$ cat config.mk
export PLATFORM = sky130hd
export DESIGN_NAME = gpw_top
export DESIGN_NICKNAME = d
export VERILOG_FILES = /design/src/include/gpw_pkg.sv /design/src/core/gpw_pin_drv.sv /design/src/core/gpw_wake.sv /design/src/core/gpw_top.sv
export VERILOG_INCLUDE_DIRS = /design/src /design/src/include
export SDC_FILE = /design/constraint.sdc
export NUM_CORES = 1
export LEC_CHECK = 0
export BUFFER_PORTS_ARGS = -buffer_cell sky130_fd_sc_hd__buf_4
export CAP_MARGIN = 10
export CORE_UTILIZATION = 30
export CTS_CLUSTER_DIAMETER = 80
export CTS_CLUSTER_SIZE = 24
export DETAILED_ROUTE_END_ITERATION = 10
export GPL_TIMING_DRIVEN = 0
export PLACE_DENSITY = 0.52
export SLEW_MARGIN = 20
export SYNTH_ARGS = -nofsm -noshare
export SYNTH_HDL_FRONTEND = slang
export SYNTH_HIERARCHICAL = 1
export SYNTH_SLANG_ARGS = --single-unit
$ cat constraint.sdc
create_clock -name clock_in -period 3.15 [get_ports clock_in]
set_input_delay 0.63 -clock clock_in [delete_from_list [all_inputs] [get_ports clock_in]]
set_output_delay 0.63 -clock clock_in [all_outputs]
set_load 0.005 [all_outputs]
$ cat src/include/gpw_consts.svh
// Notes on behaviour
// - three 8-bit ports A, B, C give 24 lines, each input or output.
// - reading an input pin returns the live pin level of the read cycle.
// - written output data stays latched and drives pins until rewritten.
// - direction bit 1 makes the pin an input, 0 a CMOS output.
// - reading an output pin returns the latch, not the pin level.
// - pull-high bit 1 enables, and it only acts while the pin is input.
// - reset loads ones into data and direction, zeros into pull and wake.
// - in power down, a falling edge on a wake-enabled port A pin wakes.
// - misc bits 7..4 select open drain for port A bits 3..0.
// - misc bits 3..0 are watchdog storage resetting to 1,0,1,0.
// - divider output on A3, when optioned, drives only with direction output.
// - PWM on C4..C6 and A5 drives only with direction output.
// - an A pin selected as converter input loses its pull-high.
// - bit set or clear reads the whole port, changes one bit, writes back.
`ifndef GPW_CONSTS_SVH
`define GPW_CONSTS_SVH
`define GPW_NREGS       11
`define GPW_A_WAKE      4'h0
`define GPW_A_PA_DATA   4'h2
`define GPW_A_PB_DATA   4'h5
`define GPW_A_PC_DATA   4'h8
`define GPW_A_MISC      4'ha
`define GPW_RST_DATA    8'hff
`define GPW_RST_DIR     8'hff
`define GPW_RST_PULL    8'h00
`define GPW_RST_WAKE    8'h00
`define GPW_RST_MISC    8'h0a
`define GPW_OD_LSB      4
`define GPW_PFD_BIT     3
`define GPW_PWM_A_BIT   5
`endif

$ cat src/include/gpw_pkg.sv
package gpw_pkg;
  typedef logic [7:0] gpw_byte_t;
  typedef enum {GPW_KIND_WAKE, GPW_KIND_PULL, GPW_KIND_DATA, GPW_KIND_DIR,
                GPW_KIND_MISC, GPW_KIND_NONE} gpw_kind_t;
endpackage

$ cat src/core/gpw_pin_drv.sv
`timescale 1ns/1ps
module gpw_pin_drv #(
  parameter int W = 8
) (
  input  wire logic [W-1:0] latch_in,
  input  wire logic [W-1:0] dir_in,
  input  wire logic [W-1:0] pull_in,
  input  wire logic [W-1:0] od_in,
  input  wire logic [W-1:0] alt_en_in,
  input  wire logic [W-1:0] alt_val_in,
  input  wire logic [W-1:0] analog_in,
  output logic      [W-1:0] pin_out,
  output logic      [W-1:0] pin_oe_out,
  output logic      [W-1:0] pull_out
);
  logic [W-1:0] val;
  always_comb
  begin
    val = (alt_en_in & alt_val_in) | (~alt_en_in & latch_in);
    pin_out    = val & ~od_in;
    pin_oe_out = ~dir_in & (~od_in | ~val);
    pull_out   = pull_in & dir_in & ~analog_in;
  end
endmodule // gpw_pin_drv

$ cat src/core/gpw_wake.sv
`timescale 1ns/1ps
module gpw_wake (
  input  wire logic       clock_in,
  input  wire logic       resetn_in,
  input  wire logic [7:0] pin_in,
  input  wire logic [7:0] enable_in,
  input  wire logic       powered_down_in,
  output logic            wake_out
);
  logic [7:0] prev_reg;
  logic [7:0] prev_next;
  logic       wake_reg;
  logic       wake_next;
  always_comb
  begin
    prev_next = pin_in;
    wake_next = powered_down_in & |(enable_in & prev_reg & ~pin_in);
  end
  always_ff @(posedge clock_in or negedge resetn_in)
  begin
    // prev resets high so a pin already low at release is taken as an edge
    if (!resetn_in)
    begin
      prev_reg <= 8'hff;
      wake_reg <= 1'b0;
    end
    else
    begin
      prev_reg <= prev_next;
      wake_reg <= wake_next;
    end
  end
  assign wake_out = wake_reg;
  wake_edge_a: assert property (
    @(posedge clock_in) disable iff (!resetn_in)
    (powered_down_in && |(enable_in & $past(pin_in) & ~pin_in)) |=> wake_out)
    else $error("wake missed on enabled falling edge");
endmodule // gpw_wake

$ cat src/core/gpw_top.sv
`timescale 1ns/1ps
`include "gpw_consts.svh"
module gpw_top #(
  parameter bit PFD_OPTION = 1'b0
) (
  input  wire logic               clock_in,
  input  wire logic               resetn_in,
  input  wire logic [3:0]         mem_addr_in,
  input  wire logic               mem_wr_in,
  input  wire gpw_pkg::gpw_byte_t mem_wdata_in,
  input  wire logic               mem_rd_in,
  output gpw_pkg::gpw_byte_t      mem_rdata_out,
  input  wire logic               bit_op_in,
  input  wire logic               bit_set_in,
  input  wire logic [2:0]         bit_sel_in,
  input  wire gpw_pkg::gpw_byte_t pa_pin_in,
  output gpw_pkg::gpw_byte_t      pa_pin_out,
  output gpw_pkg::gpw_byte_t      pa_pin_oe_out,
  output gpw_pkg::gpw_byte_t      pa_pull_out,
  input  wire gpw_pkg::gpw_byte_t pb_pin_in,
  output gpw_pkg::gpw_byte_t      pb_pin_out,
  output gpw_pkg::gpw_byte_t      pb_pin_oe_out,
  output gpw_pkg::gpw_byte_t      pb_pull_out,
  input  wire gpw_pkg::gpw_byte_t pc_pin_in,
  output gpw_pkg::gpw_byte_t      pc_pin_out,
  output gpw_pkg::gpw_byte_t      pc_pin_oe_out,
  output gpw_pkg::gpw_byte_t      pc_pull_out,
  input  wire logic               powered_down_in,
  output logic                    wake_out,
  input  wire logic               freq_div_in,
  input  wire logic [3:0]         pwm_in,
  input  wire logic [3:0]         pwm_en_in,
  input  wire gpw_pkg::gpw_byte_t adc_sel_in,
  output logic [3:0]              watchdog_enable_field_out
);
  import gpw_pkg::*;

  ////////////////////////////////////////////////////////////////////////////
  // address decode

  function automatic gpw_kind_t kind_of(input logic [3:0] a);
    if (a == `GPW_A_WAKE)
      return GPW_KIND_WAKE;
    else if (a == `GPW_A_MISC)
      return GPW_KIND_MISC;
    else if (a > `GPW_A_MISC)
      return GPW_KIND_NONE;
    else if (a % 3 == 1)
      return GPW_KIND_PULL;
    else if (a % 3 == 2)
      return GPW_KIND_DATA;
    else
      return GPW_KIND_DIR;
  endfunction

  function automatic gpw_byte_t rst_of(input logic [3:0] a);
    unique case (kind_of(a))
      GPW_KIND_WAKE: return `GPW_RST_WAKE;
      GPW_KIND_PULL: return `GPW_RST_PULL;
      GPW_KIND_DATA: return `GPW_RST_DATA;
      GPW_KIND_DIR:  return `GPW_RST_DIR;
      GPW_KIND_MISC: return `GPW_RST_MISC;
      GPW_KIND_NONE: return 8'h00;
    endcase
  endfunction

  function automatic gpw_byte_t mix_read(input gpw_byte_t latch, input gpw_byte_t dir,
                                         input gpw_byte_t pin);
    return (dir & pin) | (~dir & latch);
  endfunction

  ////////////////////////////////////////////////////////////////////////////
  // register file

  gpw_byte_t regs_reg  [`GPW_NREGS];
  gpw_byte_t regs_next [`GPW_NREGS];
  gpw_byte_t view      [`GPW_NREGS];
  gpw_byte_t pins      [3];
  gpw_byte_t rdata_reg;
  gpw_byte_t rdata_next;
  gpw_byte_t rmw_val;
  logic      addr_ok;
  logic [3:0] idx;

  assign pins[0] = pa_pin_in;
  assign pins[1] = pb_pin_in;
  assign pins[2] = pc_pin_in;
  assign idx     = mem_addr_in;
  assign addr_ok = kind_of(mem_addr_in) != GPW_KIND_NONE;

  always_comb
  begin
    for (int i = 0; i < `GPW_NREGS; i++)
    begin
      view[i] = regs_reg[i];
    end
    for (int p = 0; p < 3; p++)
    begin
      view[3*p+2] = mix_read(regs_reg[3*p+2], regs_reg[3*p+3], pins[p]);
    end
  end

  always_comb
  begin
    rmw_val = 8'h00;
    if (addr_ok)
    begin
      rmw_val = view[idx];
      rmw_val[bit_sel_in] = bit_set_in;
    end
  end

  always_comb
  begin
    for (int i = 0; i < `GPW_NREGS; i++)
    begin
      regs_next[i] = regs_reg[i];
    end
    if (mem_wr_in && addr_ok)
    begin
      regs_next[idx] = mem_wdata_in;
    end
    else if (bit_op_in && addr_ok)
    begin
      regs_next[idx] = rmw_val;
    end
    // unmapped reads return zero
    rdata_next = rdata_reg;
    if (mem_rd_in)
    begin
      rdata_next = addr_ok ? view[idx] : 8'h00;
    end
  end

  always_ff @(posedge clock_in or negedge resetn_in)
  begin
    if (!resetn_in)
    begin
      for (int i = 0; i < `GPW_NREGS; i++)
      begin
        regs_reg[i] <= rst_of(4'(i));
      end
      rdata_reg <= 8'h00;
    end
    else
    begin
      for (int i = 0; i < `GPW_NREGS; i++)
      begin
        regs_reg[i] <= regs_next[i];
      end
      rdata_reg <= rdata_next;
    end
  end

  assign mem_rdata_out = rdata_reg;
  assign watchdog_enable_field_out = regs_reg[`GPW_A_MISC][3:0];

  ////////////////////////////////////////////////////////////////////////////
  // pin drivers

  gpw_byte_t od    [3];
  gpw_byte_t alt_e [3];
  gpw_byte_t alt_v [3];
  gpw_byte_t ana   [3];
  gpw_byte_t p_out [3];
  gpw_byte_t p_oe  [3];
  gpw_byte_t p_pu  [3];

  always_comb
  begin
    for (int p = 0; p < 3; p++)
    begin
      od[p]    = 8'h00;
      alt_e[p] = 8'h00;
      alt_v[p] = 8'h00;
      ana[p]   = 8'h00;
    end
    od[0][3:0] = regs_reg[`GPW_A_MISC][`GPW_OD_LSB +: 4];
    alt_e[0][`GPW_PFD_BIT] = PFD_OPTION;
    alt_v[0][`GPW_PFD_BIT] = freq_div_in;
    alt_e[2][6:4] = pwm_en_in[2:0];
    alt_v[2][6:4] = pwm_in[2:0];
    alt_e[0][`GPW_PWM_A_BIT] = pwm_en_in[3];
    alt_v[0][`GPW_PWM_A_BIT] = pwm_in[3];
    ana[0] = adc_sel_in;
  end

  for (genvar p = 0; p < 3; p++)
  begin : g_port
    gpw_pin_drv #(
      .W (8)
    ) u_drv (
      .latch_in   (regs_reg[3*p+2]),
      .dir_in     (regs_reg[3*p+3]),
      .pull_in    (regs_reg[3*p+1]),
      .od_in      (od[p]),
      .alt_en_in  (alt_e[p]),
      .alt_val_in (alt_v[p]),
      .analog_in  (ana[p]),
      .pin_out    (p_out[p]),
      .pin_oe_out (p_oe[p]),
      .pull_out   (p_pu[p])
    );
  end

  assign pa_pin_out    = p_out[0];
  assign pa_pin_oe_out = p_oe[0];
  assign pa_pull_out   = p_pu[0];
  assign pb_pin_out    = p_out[1];
  assign pb_pin_oe_out = p_oe[1];
  assign pb_pull_out   = p_pu[1];
  assign pc_pin_out    = p_out[2];
  assign pc_pin_oe_out = p_oe[2];
  assign pc_pull_out   = p_pu[2];

  ////////////////////////////////////////////////////////////////////////////
  // wake-up

  gpw_wake u_wake (
    .clock_in        (clock_in),
    .resetn_in       (resetn_in),
    .pin_in          (pa_pin_in),
    .enable_in       (regs_reg[`GPW_A_WAKE]),
    .powered_down_in (powered_down_in),
    .wake_out        (wake_out)
  );

  ////////////////////////////////////////////////////////////////////////////
  // checks

  rd_live_pin_a: assert property (
    @(posedge clock_in) disable iff (!resetn_in)
    (mem_rd_in && mem_addr_in == `GPW_A_PA_DATA && regs_reg[3] == 8'hff)
    |=> mem_rdata_out == $past(pa_pin_in))
    else $error("input read not live pin");

  latch_hold_a: assert property (
    @(posedge clock_in) disable iff (!resetn_in)
    (!mem_wr_in && !bit_op_in) |=> regs_reg[`GPW_A_PB_DATA] == $past(regs_reg[5]))
    else $error("latch changed without write");

  dir_enable_a: assert property (
    @(posedge clock_in) disable iff (!resetn_in)
    pb_pin_oe_out == ~regs_reg[6] && (pb_pin_out & pb_pin_oe_out) == (regs_reg[5] & ~regs_reg[6]))
    else $error("port b drive mismatch");

  rd_latch_a: assert property (
    @(posedge clock_in) disable iff (!resetn_in)
    (mem_rd_in && mem_addr_in == `GPW_A_PB_DATA && regs_reg[6] == 8'h00 && !mem_wr_in)
    ##1 1'b1 |-> mem_rdata_out == $past(regs_reg[5]))
    else $error("output read not latch");

  pull_gate_a: assert property (
    @(posedge clock_in) disable iff (!resetn_in)
    pc_pull_out == (regs_reg[7] & regs_reg[9]))
    else $error("pull not gated by direction");

  reset_vals_a: assert property (
    @(posedge clock_in)
    $rose(resetn_in) |-> regs_reg[2] == 8'hff && regs_reg[3] == 8'hff && regs_reg[0] == 8'h00
      && watchdog_enable_field_out == 4'ha)
    else $error("reset values wrong");

  od_drive_a: assert property (
    @(posedge clock_in) disable iff (!resetn_in)
    (regs_reg[10][4] && !regs_reg[3][0])
    |-> pa_pin_out[0] == 1'b0 && pa_pin_oe_out[0] == !regs_reg[2][0])
    else $error("open drain drive wrong");

  pfd_gate_a: assert property (
    @(posedge clock_in) disable iff (!resetn_in)
    (PFD_OPTION && !regs_reg[3][3] && !regs_reg[10][7]) |-> pa_pin_out[3] == freq_div_in)
    else $error("divider output not on pin");

  pwm_gate_a: assert property (
    @(posedge clock_in) disable iff (!resetn_in)
    regs_reg[9][4] |-> !pc_pin_oe_out[4])
    else $error("pwm drives an input pin");

  adc_pull_a: assert property (
    @(posedge clock_in) disable iff (!resetn_in)
    (adc_sel_in & pa_pull_out) == 8'h00)
    else $error("pull left on analog pin");

  bit_rmw_a: assert property (
    @(posedge clock_in) disable iff (!resetn_in)
    (bit_op_in && !mem_wr_in && addr_ok) |=> regs_reg[$past(idx)] == $past(rmw_val)
      && regs_reg[$past(idx)][$past(bit_sel_in)] == $past(bit_set_in))
    else $error("bit operation result wrong");
endmodule // gpw_top

== After elaboration in Yosys (flattened, before gate mapping) ==
Index checks and enable logic that the tools add are counted.

* Bits in registers: 105
* Input bits: 63
* Logic and storage cells: 85

* Div/mod/pow operators: 1
* $lt $le $gt $ge: 5
* Eq/ne operators: 4
* Mux-type cells: 19
* Bitwise logic cells: 35
* Reduce and logical (&&, ||, !) cells: 7

{| class="wikitable"
|+ Operator list
! kind !! count
|-
| $bwmux W88 || 2
|-
| $mux W88 || 2
|-
| $and A8 B8 Y8 || 16
|-
| $mux W32 || 4
|-
| $not A8 Y8 || 6
|-
| $or A8 B8 Y8 || 6
|-
| $mux W8 || 5
|-
| $bmux W8 S4 || 1
|-
| $demux W8 S4 || 1
|-
| $eq A32 B1 Y1 const B || 1
|-
| $eq A32 B2 Y1 const B || 1
|-
| $mod A4 B2 Y32 const B || 1
|-
| $ne A32 B4 Y1 const B || 1
|-
| $bwmux W8 || 1
|-
| $not A4 Y8 || 1
|-
| $not A6 Y8 || 1
|-
| $not A7 Y8 || 1
|-
| $reduce_or A8 Y1 || 1
|-
| $and A7 B7 Y7 || 1
|-
| $and A6 B6 Y6 || 1
|-
| $ge A5 B5 Y1 const B || 1
|-
| $lt A5 B1 Y1 const B || 1
|-
| $not A4 Y5 || 1
|-
| $eq A4 B4 Y1 const B || 1
|-
| other kinds (9) || 13
|}

== Depth between registers and ports, before layout ==
* Depth in word-level cells: 12
* Mapped depth: 9
* Gate-level depth less buffers: 7

== Hierarchy ==
Netlist, hierarchy kept.

{| class="wikitable"
|+ By module, submodules not included
! module !! instances !! cells each !! area an instance (um^2) !! sequential area each (um^2)
|-
| gpw_top || 1 || 608 || 5555.3 || 2464.9
|-
| gpw_pin_drv || 3 || 40 || 360.3 || 0.0
|-
| gpw_wake || 1 || 22 || 301.5 || 235.2
|}

== Worst setup path after synthesis ==
No wires, ideal clock.

* Path kind: input to register
* From: input mem_addr_in[1]
* To: register regs_reg (netlist bit watchdog_enable_field_out[2])
* Library setup time: 0.147 ns
* Arrival time: 2.036 ns
* Setup slack: 0.967 ns
* Stages on the path: 7
* Cells stage by stage: buf_4 > buf_6 > mux4_2 > and2_1 > nor4_2 > buf_2 > a21oi_1

* Cells in the longest elaborated chain, start to end: 12
* Elaborated cells between the ends (all ways): 30
* Classes of those cells: div: 1; order compare: 3; eq/ne: 4; mux: 16; bitwise: 1; reduce/logical: 5

{| class="wikitable"
|+ RTL lines
! item !! line !! source
|-
| start, declared || gpw_top.sv:8 || <nowiki>input wire logic [3:0] mem_addr_in,</nowiki>
|-
| $mod A4 B2 Y32 || gpw_top.sv:48, gpw_top.sv:50 ||
|-
| $eq A32 B2 Y1 || gpw_top.sv:50 || <nowiki>else if (a % 3 == 2)</nowiki>
|-
| $mux W1 || gpw_top.sv:50 ||
|-
| $mux W32 || gpw_top.sv:48 || <nowiki>else if (a % 3 == 1)</nowiki>
|-
| $mux W32 || gpw_top.sv:46 || <nowiki>else if (a > `GPW_A_MISC)</nowiki>
|-
| $mux W32 || gpw_top.sv:44 || <nowiki>else if (a == `GPW_A_MISC)</nowiki>
|-
| $mux W32 || gpw_top.sv:42 || <nowiki>if (a == `GPW_A_WAKE)</nowiki>
|-
| $ne A32 B4 Y1 || gpw_top.sv:89 || <nowiki>assign addr_ok = kind_of(mem_addr_in) != GPW_KIND_NONE;</nowiki>
|-
| $mux W8 || gpw_top.sv:106 || <nowiki>if (addr_ok)</nowiki>
|-
| $bwmux W88 || gpw_top.sv:125 || <nowiki>regs_next[idx] = rmw_val;</nowiki>
|-
| $mux W88 || gpw_top.sv:123 || <nowiki>else if (bit_op_in && addr_ok)</nowiki>
|-
| $mux W88 || gpw_top.sv:119 || <nowiki>if (mem_wr_in && addr_ok)</nowiki>
|-
| end signal, assigned by index || gpw_top.sv:141 || <nowiki>regs_reg[i] <= rst_of(4'(i));</nowiki>
|-
| end signal, assigned by index || gpw_top.sv:149 || <nowiki>regs_reg[i] <= regs_next[i];</nowiki>
|-
| end, declared || gpw_top.sv:75 || <nowiki>gpw_byte_t regs_reg [`GPW_NREGS];</nowiki>
|}

Several ways; a longest one is shown, not always the timed one. The select of a mux whose other input is x is not followed.
A chain may end at the register's enable or synchronous reset.

== Worst setup path in the final report ==
* From: register regs_reg[33] (netlist name)
* To: register regs_reg[25] (netlist name)

* Cells in the longest elaborated chain, start to end: 11
* Elaborated cells between the ends (all ways): 12
* Classes of those cells: mux: 8; bitwise: 4

{| class="wikitable"
|+ RTL lines
! item !! line !! source
|-
| $not A8 Y8 || gpw_top.sv:69 || <nowiki>return (dir & pin) | (~dir & latch);</nowiki>
|-
| $and A8 B8 Y8 || gpw_top.sv:69 ||
|-
| $or A8 B8 Y8 || gpw_top.sv:69 ||
|-
| $bmux W8 S4 * || gpw_top.sv:108 || <nowiki>rmw_val = view[idx];</nowiki>
|-
| $mux W8 (not written as such) * (2 in series) || gpw_top.sv:108 ||
|-
| $bwmux W8 * || gpw_top.sv:109 || <nowiki>rmw_val[bit_sel_in] = bit_set_in;</nowiki>
|-
| $mux W8 * || gpw_top.sv:106 ||
|-
| $bwmux W88 * || gpw_top.sv:125 ||
|-
| $mux W88 * || gpw_top.sv:123 ||
|-
| $mux W88 * || gpw_top.sv:119 ||
|}

Every way passes the cells marked *; elsewhere a longest branch is shown, timed or not. The select of a mux whose other input is x is not followed.

==> flow_summary.json <==
{
  "status": "finished clean",
  "antenna_found_initial": 1,
  "postCtsHoldBufs": 0,
  "critPathSlowestCell": "dfstp_2",
  "final_cell_mix": "184 x a21oi_1, 150 x buf_4, 120 x nor2_1, 95 x conb_1, 58 x dfstp_2",
  "wl_per_cell_um": 19.19,
  "nets": 1063,
  "rsz0062_at_grt": "no",
  "powerDensity_mw_per_mm2": 540.9,
  "drt_first_iter_violations": 430,
  "dieArea_mm2": 0.02374,
  "place.detailed.hpwl_mm": 18.27,
  "cts_tree": "built",
  "coreArea_mm2": 0.02264,
  "synthArstFlopShare_pct": 100.0,
  "combPwrFrac_pct": 31.5,
  "ant_nets": 0,
  "worst_slew_pin_slew_ns": 1.105,
  "initial_utilization_pct": 30.64,
  "syn_area_mm2": 0.006938,
  "grt_max_degree": 106,
  "maxCapViolCount": 0,
  "cp_cell_sequence": "mux2_1 > mux4_2 > and2_1 > nor4_2 > buf_2 > a21oi_1",
  "fin_ws_ns": 0.6465,
  "clkPwrFrac_pct": 25.8,
  "finalHoldViolations": 0,
  "cp-end-kind": "register",
  "p_int_mw": 3.245,
  "regArea_mm2": 0.002700,
  "layout-drive-gt1-share_pct": 36.52,
  "p_sw_mw": 1.664,
  "finalHoldWorstSlack_ns": 0.3841,
  "dp_worst_setup_slack_ns": 0.4484,
  "cts_made_buffers": 9,
  "cellLeakagePower_nw": 4.021,
  "setup-violations-final": 0,
  "synth-edff-count": 0,
  "fin_skew_ns": 0.01067,
  "mostFrequentLayoutCell": "a21oi_1",
  "fill_cells": 2296,
  "syn_avg_cell_area_um2": 9.251,
  "synth_cells": 750,
  "worstRegToRegCells": 6,
  "critPathMaxFanout": 10,
  "ys_seq_elements": 105,
  "io_buffers": 145,
  "die_y_um": 154.1,
  "peakVddDrop_uv": 289.9,
  "hold_class": "in2async",
  "grt_pass1_vias": 6189,
  "gr-total-overflow": 0,
  "insertion_delay_ns": 0.37,
  "path_clk_slew_ns": 0.08,
  "tns_ns": 0,
  "gp_congestion": 0.8813,
  "crit_buf_inv": 1,
  "timing.final.crit_share_pct": 79.48,
  "fmax_mhz": 399.4,
  "crit_arrival_ns": 2.72,
  "required_ns": 3.37,
  "syn_to_final_growth_pct": 30.82,
  "p_seq_share_pct": 42.7,
  "drc": 0,
  "routed_wl_mm": 24.78,
  "htreeDepth": 3,
  "cp.depth": 6,
  "cts_setup_buffers": 0,
  "clock_sinks": 105,
  "die_w_um": 154.1,
  "finalCriticalPeriod_ns": 2.503,
  "cp_top_family": "multiplexers",
  "root_buffer": "clkbuf_16",
  "cts_resized": 0,
  "via_per_inst": 5.038,
  "slowest_delay_ns": 0.60,
  "max-slew-margin-rel_pct": 25.80,
  "top_level_ports": 148,
  "yosysWarnings": 6,
  "switching_share_pct": 33.90,
  "vias": 6504,
  "multi_input_comb_area_mm2": 0.004235,
  "clockBufferDepth": 2,
  "synth.distinct_cells": 46,
  "rows": 55,
  "ys_seq_area_share_pct": 38.92,
  "synthFlopType": "dfstp_2",
  "slew_violations": 0,
  "path_class": "reg2reg",
  "grt_pass1_wl_mm": 37.45,
  "grt_usage_pct": 21.08,
  "dr.pass1.iters": 5,
  "critPathLaunchType": "register",
  "largest_register_ffs": 80
}
==> routing by layer <==
| layer | track usage (%) | part of all wire (%) |
|---|---|---|
| met1 | 30.49 | 47 |
| met2 | 30.35 | 43 |
| met3 | 4.876 | 6.8 |
| met4 | 7.619 | 2.9 |
| met5 | 0 | 0 |
==> power groups by stage <==
stage	clock network [mW]	logic [mW]	registers, mW
after floorplan	0	0.960	1.96
after global placement	0	1.52	2.12
after detailed placement	0	1.54	2.12
after CTS	1.29	1.55	2.09
after global routing	1.34	1.70	2.14
final	1.27	1.55	2.10
==> final timing paths <==
kind / start / end / slack [ns]
setup / recovery: regs_reg[33] / regs_reg[25] / 0.65
hold / removal: resetn_in / regs_reg[75] / 0.38
setup reg to reg: regs_reg[33] / regs_reg[25] / 0.65
hold reg to reg: mem_rdata_out[2] / mem_rdata_out[2] / 0.53
max in group asynchronous: resetn_in / regs_reg[84] / 2.04
min in group clock_in: pa_pin_in[5] / u_wake/prev_reg[5] / 0.39
==> area by class of cell <==
type / instances / area share, %
tap: 285 / 3.929
timing repair buffer: 145 / 12.03
antenna: 1 / 0.02757
buffer: 51 / 3.102
clock buffer: 9 / 2.481
multi-input combinational: 667 / 46.66
sequential: 105 / 29.75
clock inverter: 7 / 1.144
inverter: 21 / 0.8685
==> cells in the mapped netlist (5+ instances only) <==
| library cell | count | area (um2) |
|---|---|---|
| a2111oi_2 | 7 | 105.1 |
| a211oi_1 | 8 | 60.06 |
| a21oi_1 | 184 | 920.9 |
| a21oi_2 | 25 | 219.0 |
| a32oi_1 | 8 | 70.07 |
| buf_2 | 24 | 120.1 |
| buf_4 | 6 | 45.04 |
| buf_6 | 5 | 56.30 |
| clkbuf_1 | 16 | 60.06 |
| dfrtp_1 | 47 | 1176 |
| dfstp_2 | 58 | 1524 |
| inv_1 | 18 | 67.56 |
| mux2_4 | 28 | 420.4 |
| mux2i_1 | 8 | 80.08 |
| mux4_2 | 8 | 180.2 |
| nand2_1 | 39 | 146.4 |
| nand2b_1 | 10 | 62.56 |
| nand3_1 | 9 | 45.04 |
| nor2_1 | 120 | 450.4 |
| nor2b_4 | 24 | 330.3 |
| nor3_1 | 6 | 30.03 |
| nor3b_1 | 11 | 82.58 |
| o211ai_1 | 8 | 60.06 |
| o21ai_0 | 8 | 40.04 |
| o221ai_1 | 8 | 70.07 |
| o31ai_1 | 8 | 60.06 |
==> per-stage QoR <==
stage               std cells  total power [mW]  area [um2]  utilization [%]
finish                   1291             4.910        9076            40.09
global route             1291             5.179        9076            40.09
CTS                      1290             4.927        9074            40.08
detailed placement       1274             3.656        8745            38.62
floorplan                 844             2.921        7291                -
global placement         1274             3.639        8736            38.59
==> worst reg2reg max path, stage by stage, from the launching register on <==
cell and delay [ns]:
dfstp_2 0.60, mux2_1 0.35, mux4_2 0.52, and2_1 0.22, nor4_2 0.18, buf_2 0.36
a21oi_1 0.12
==> kinds of logic after synthesis <==
group | after synthesis | synth area share, %
AOI/OAI and AO/OA | 270 | 23.81
buffers and inverters | 72 | 5.194
DFF | 105 | 38.92
muxes | 48 | 10.46
other | 1 | 0.05405
and+or+nand+nor | 254 | 21.57
(Power assumes the default switching activity.)
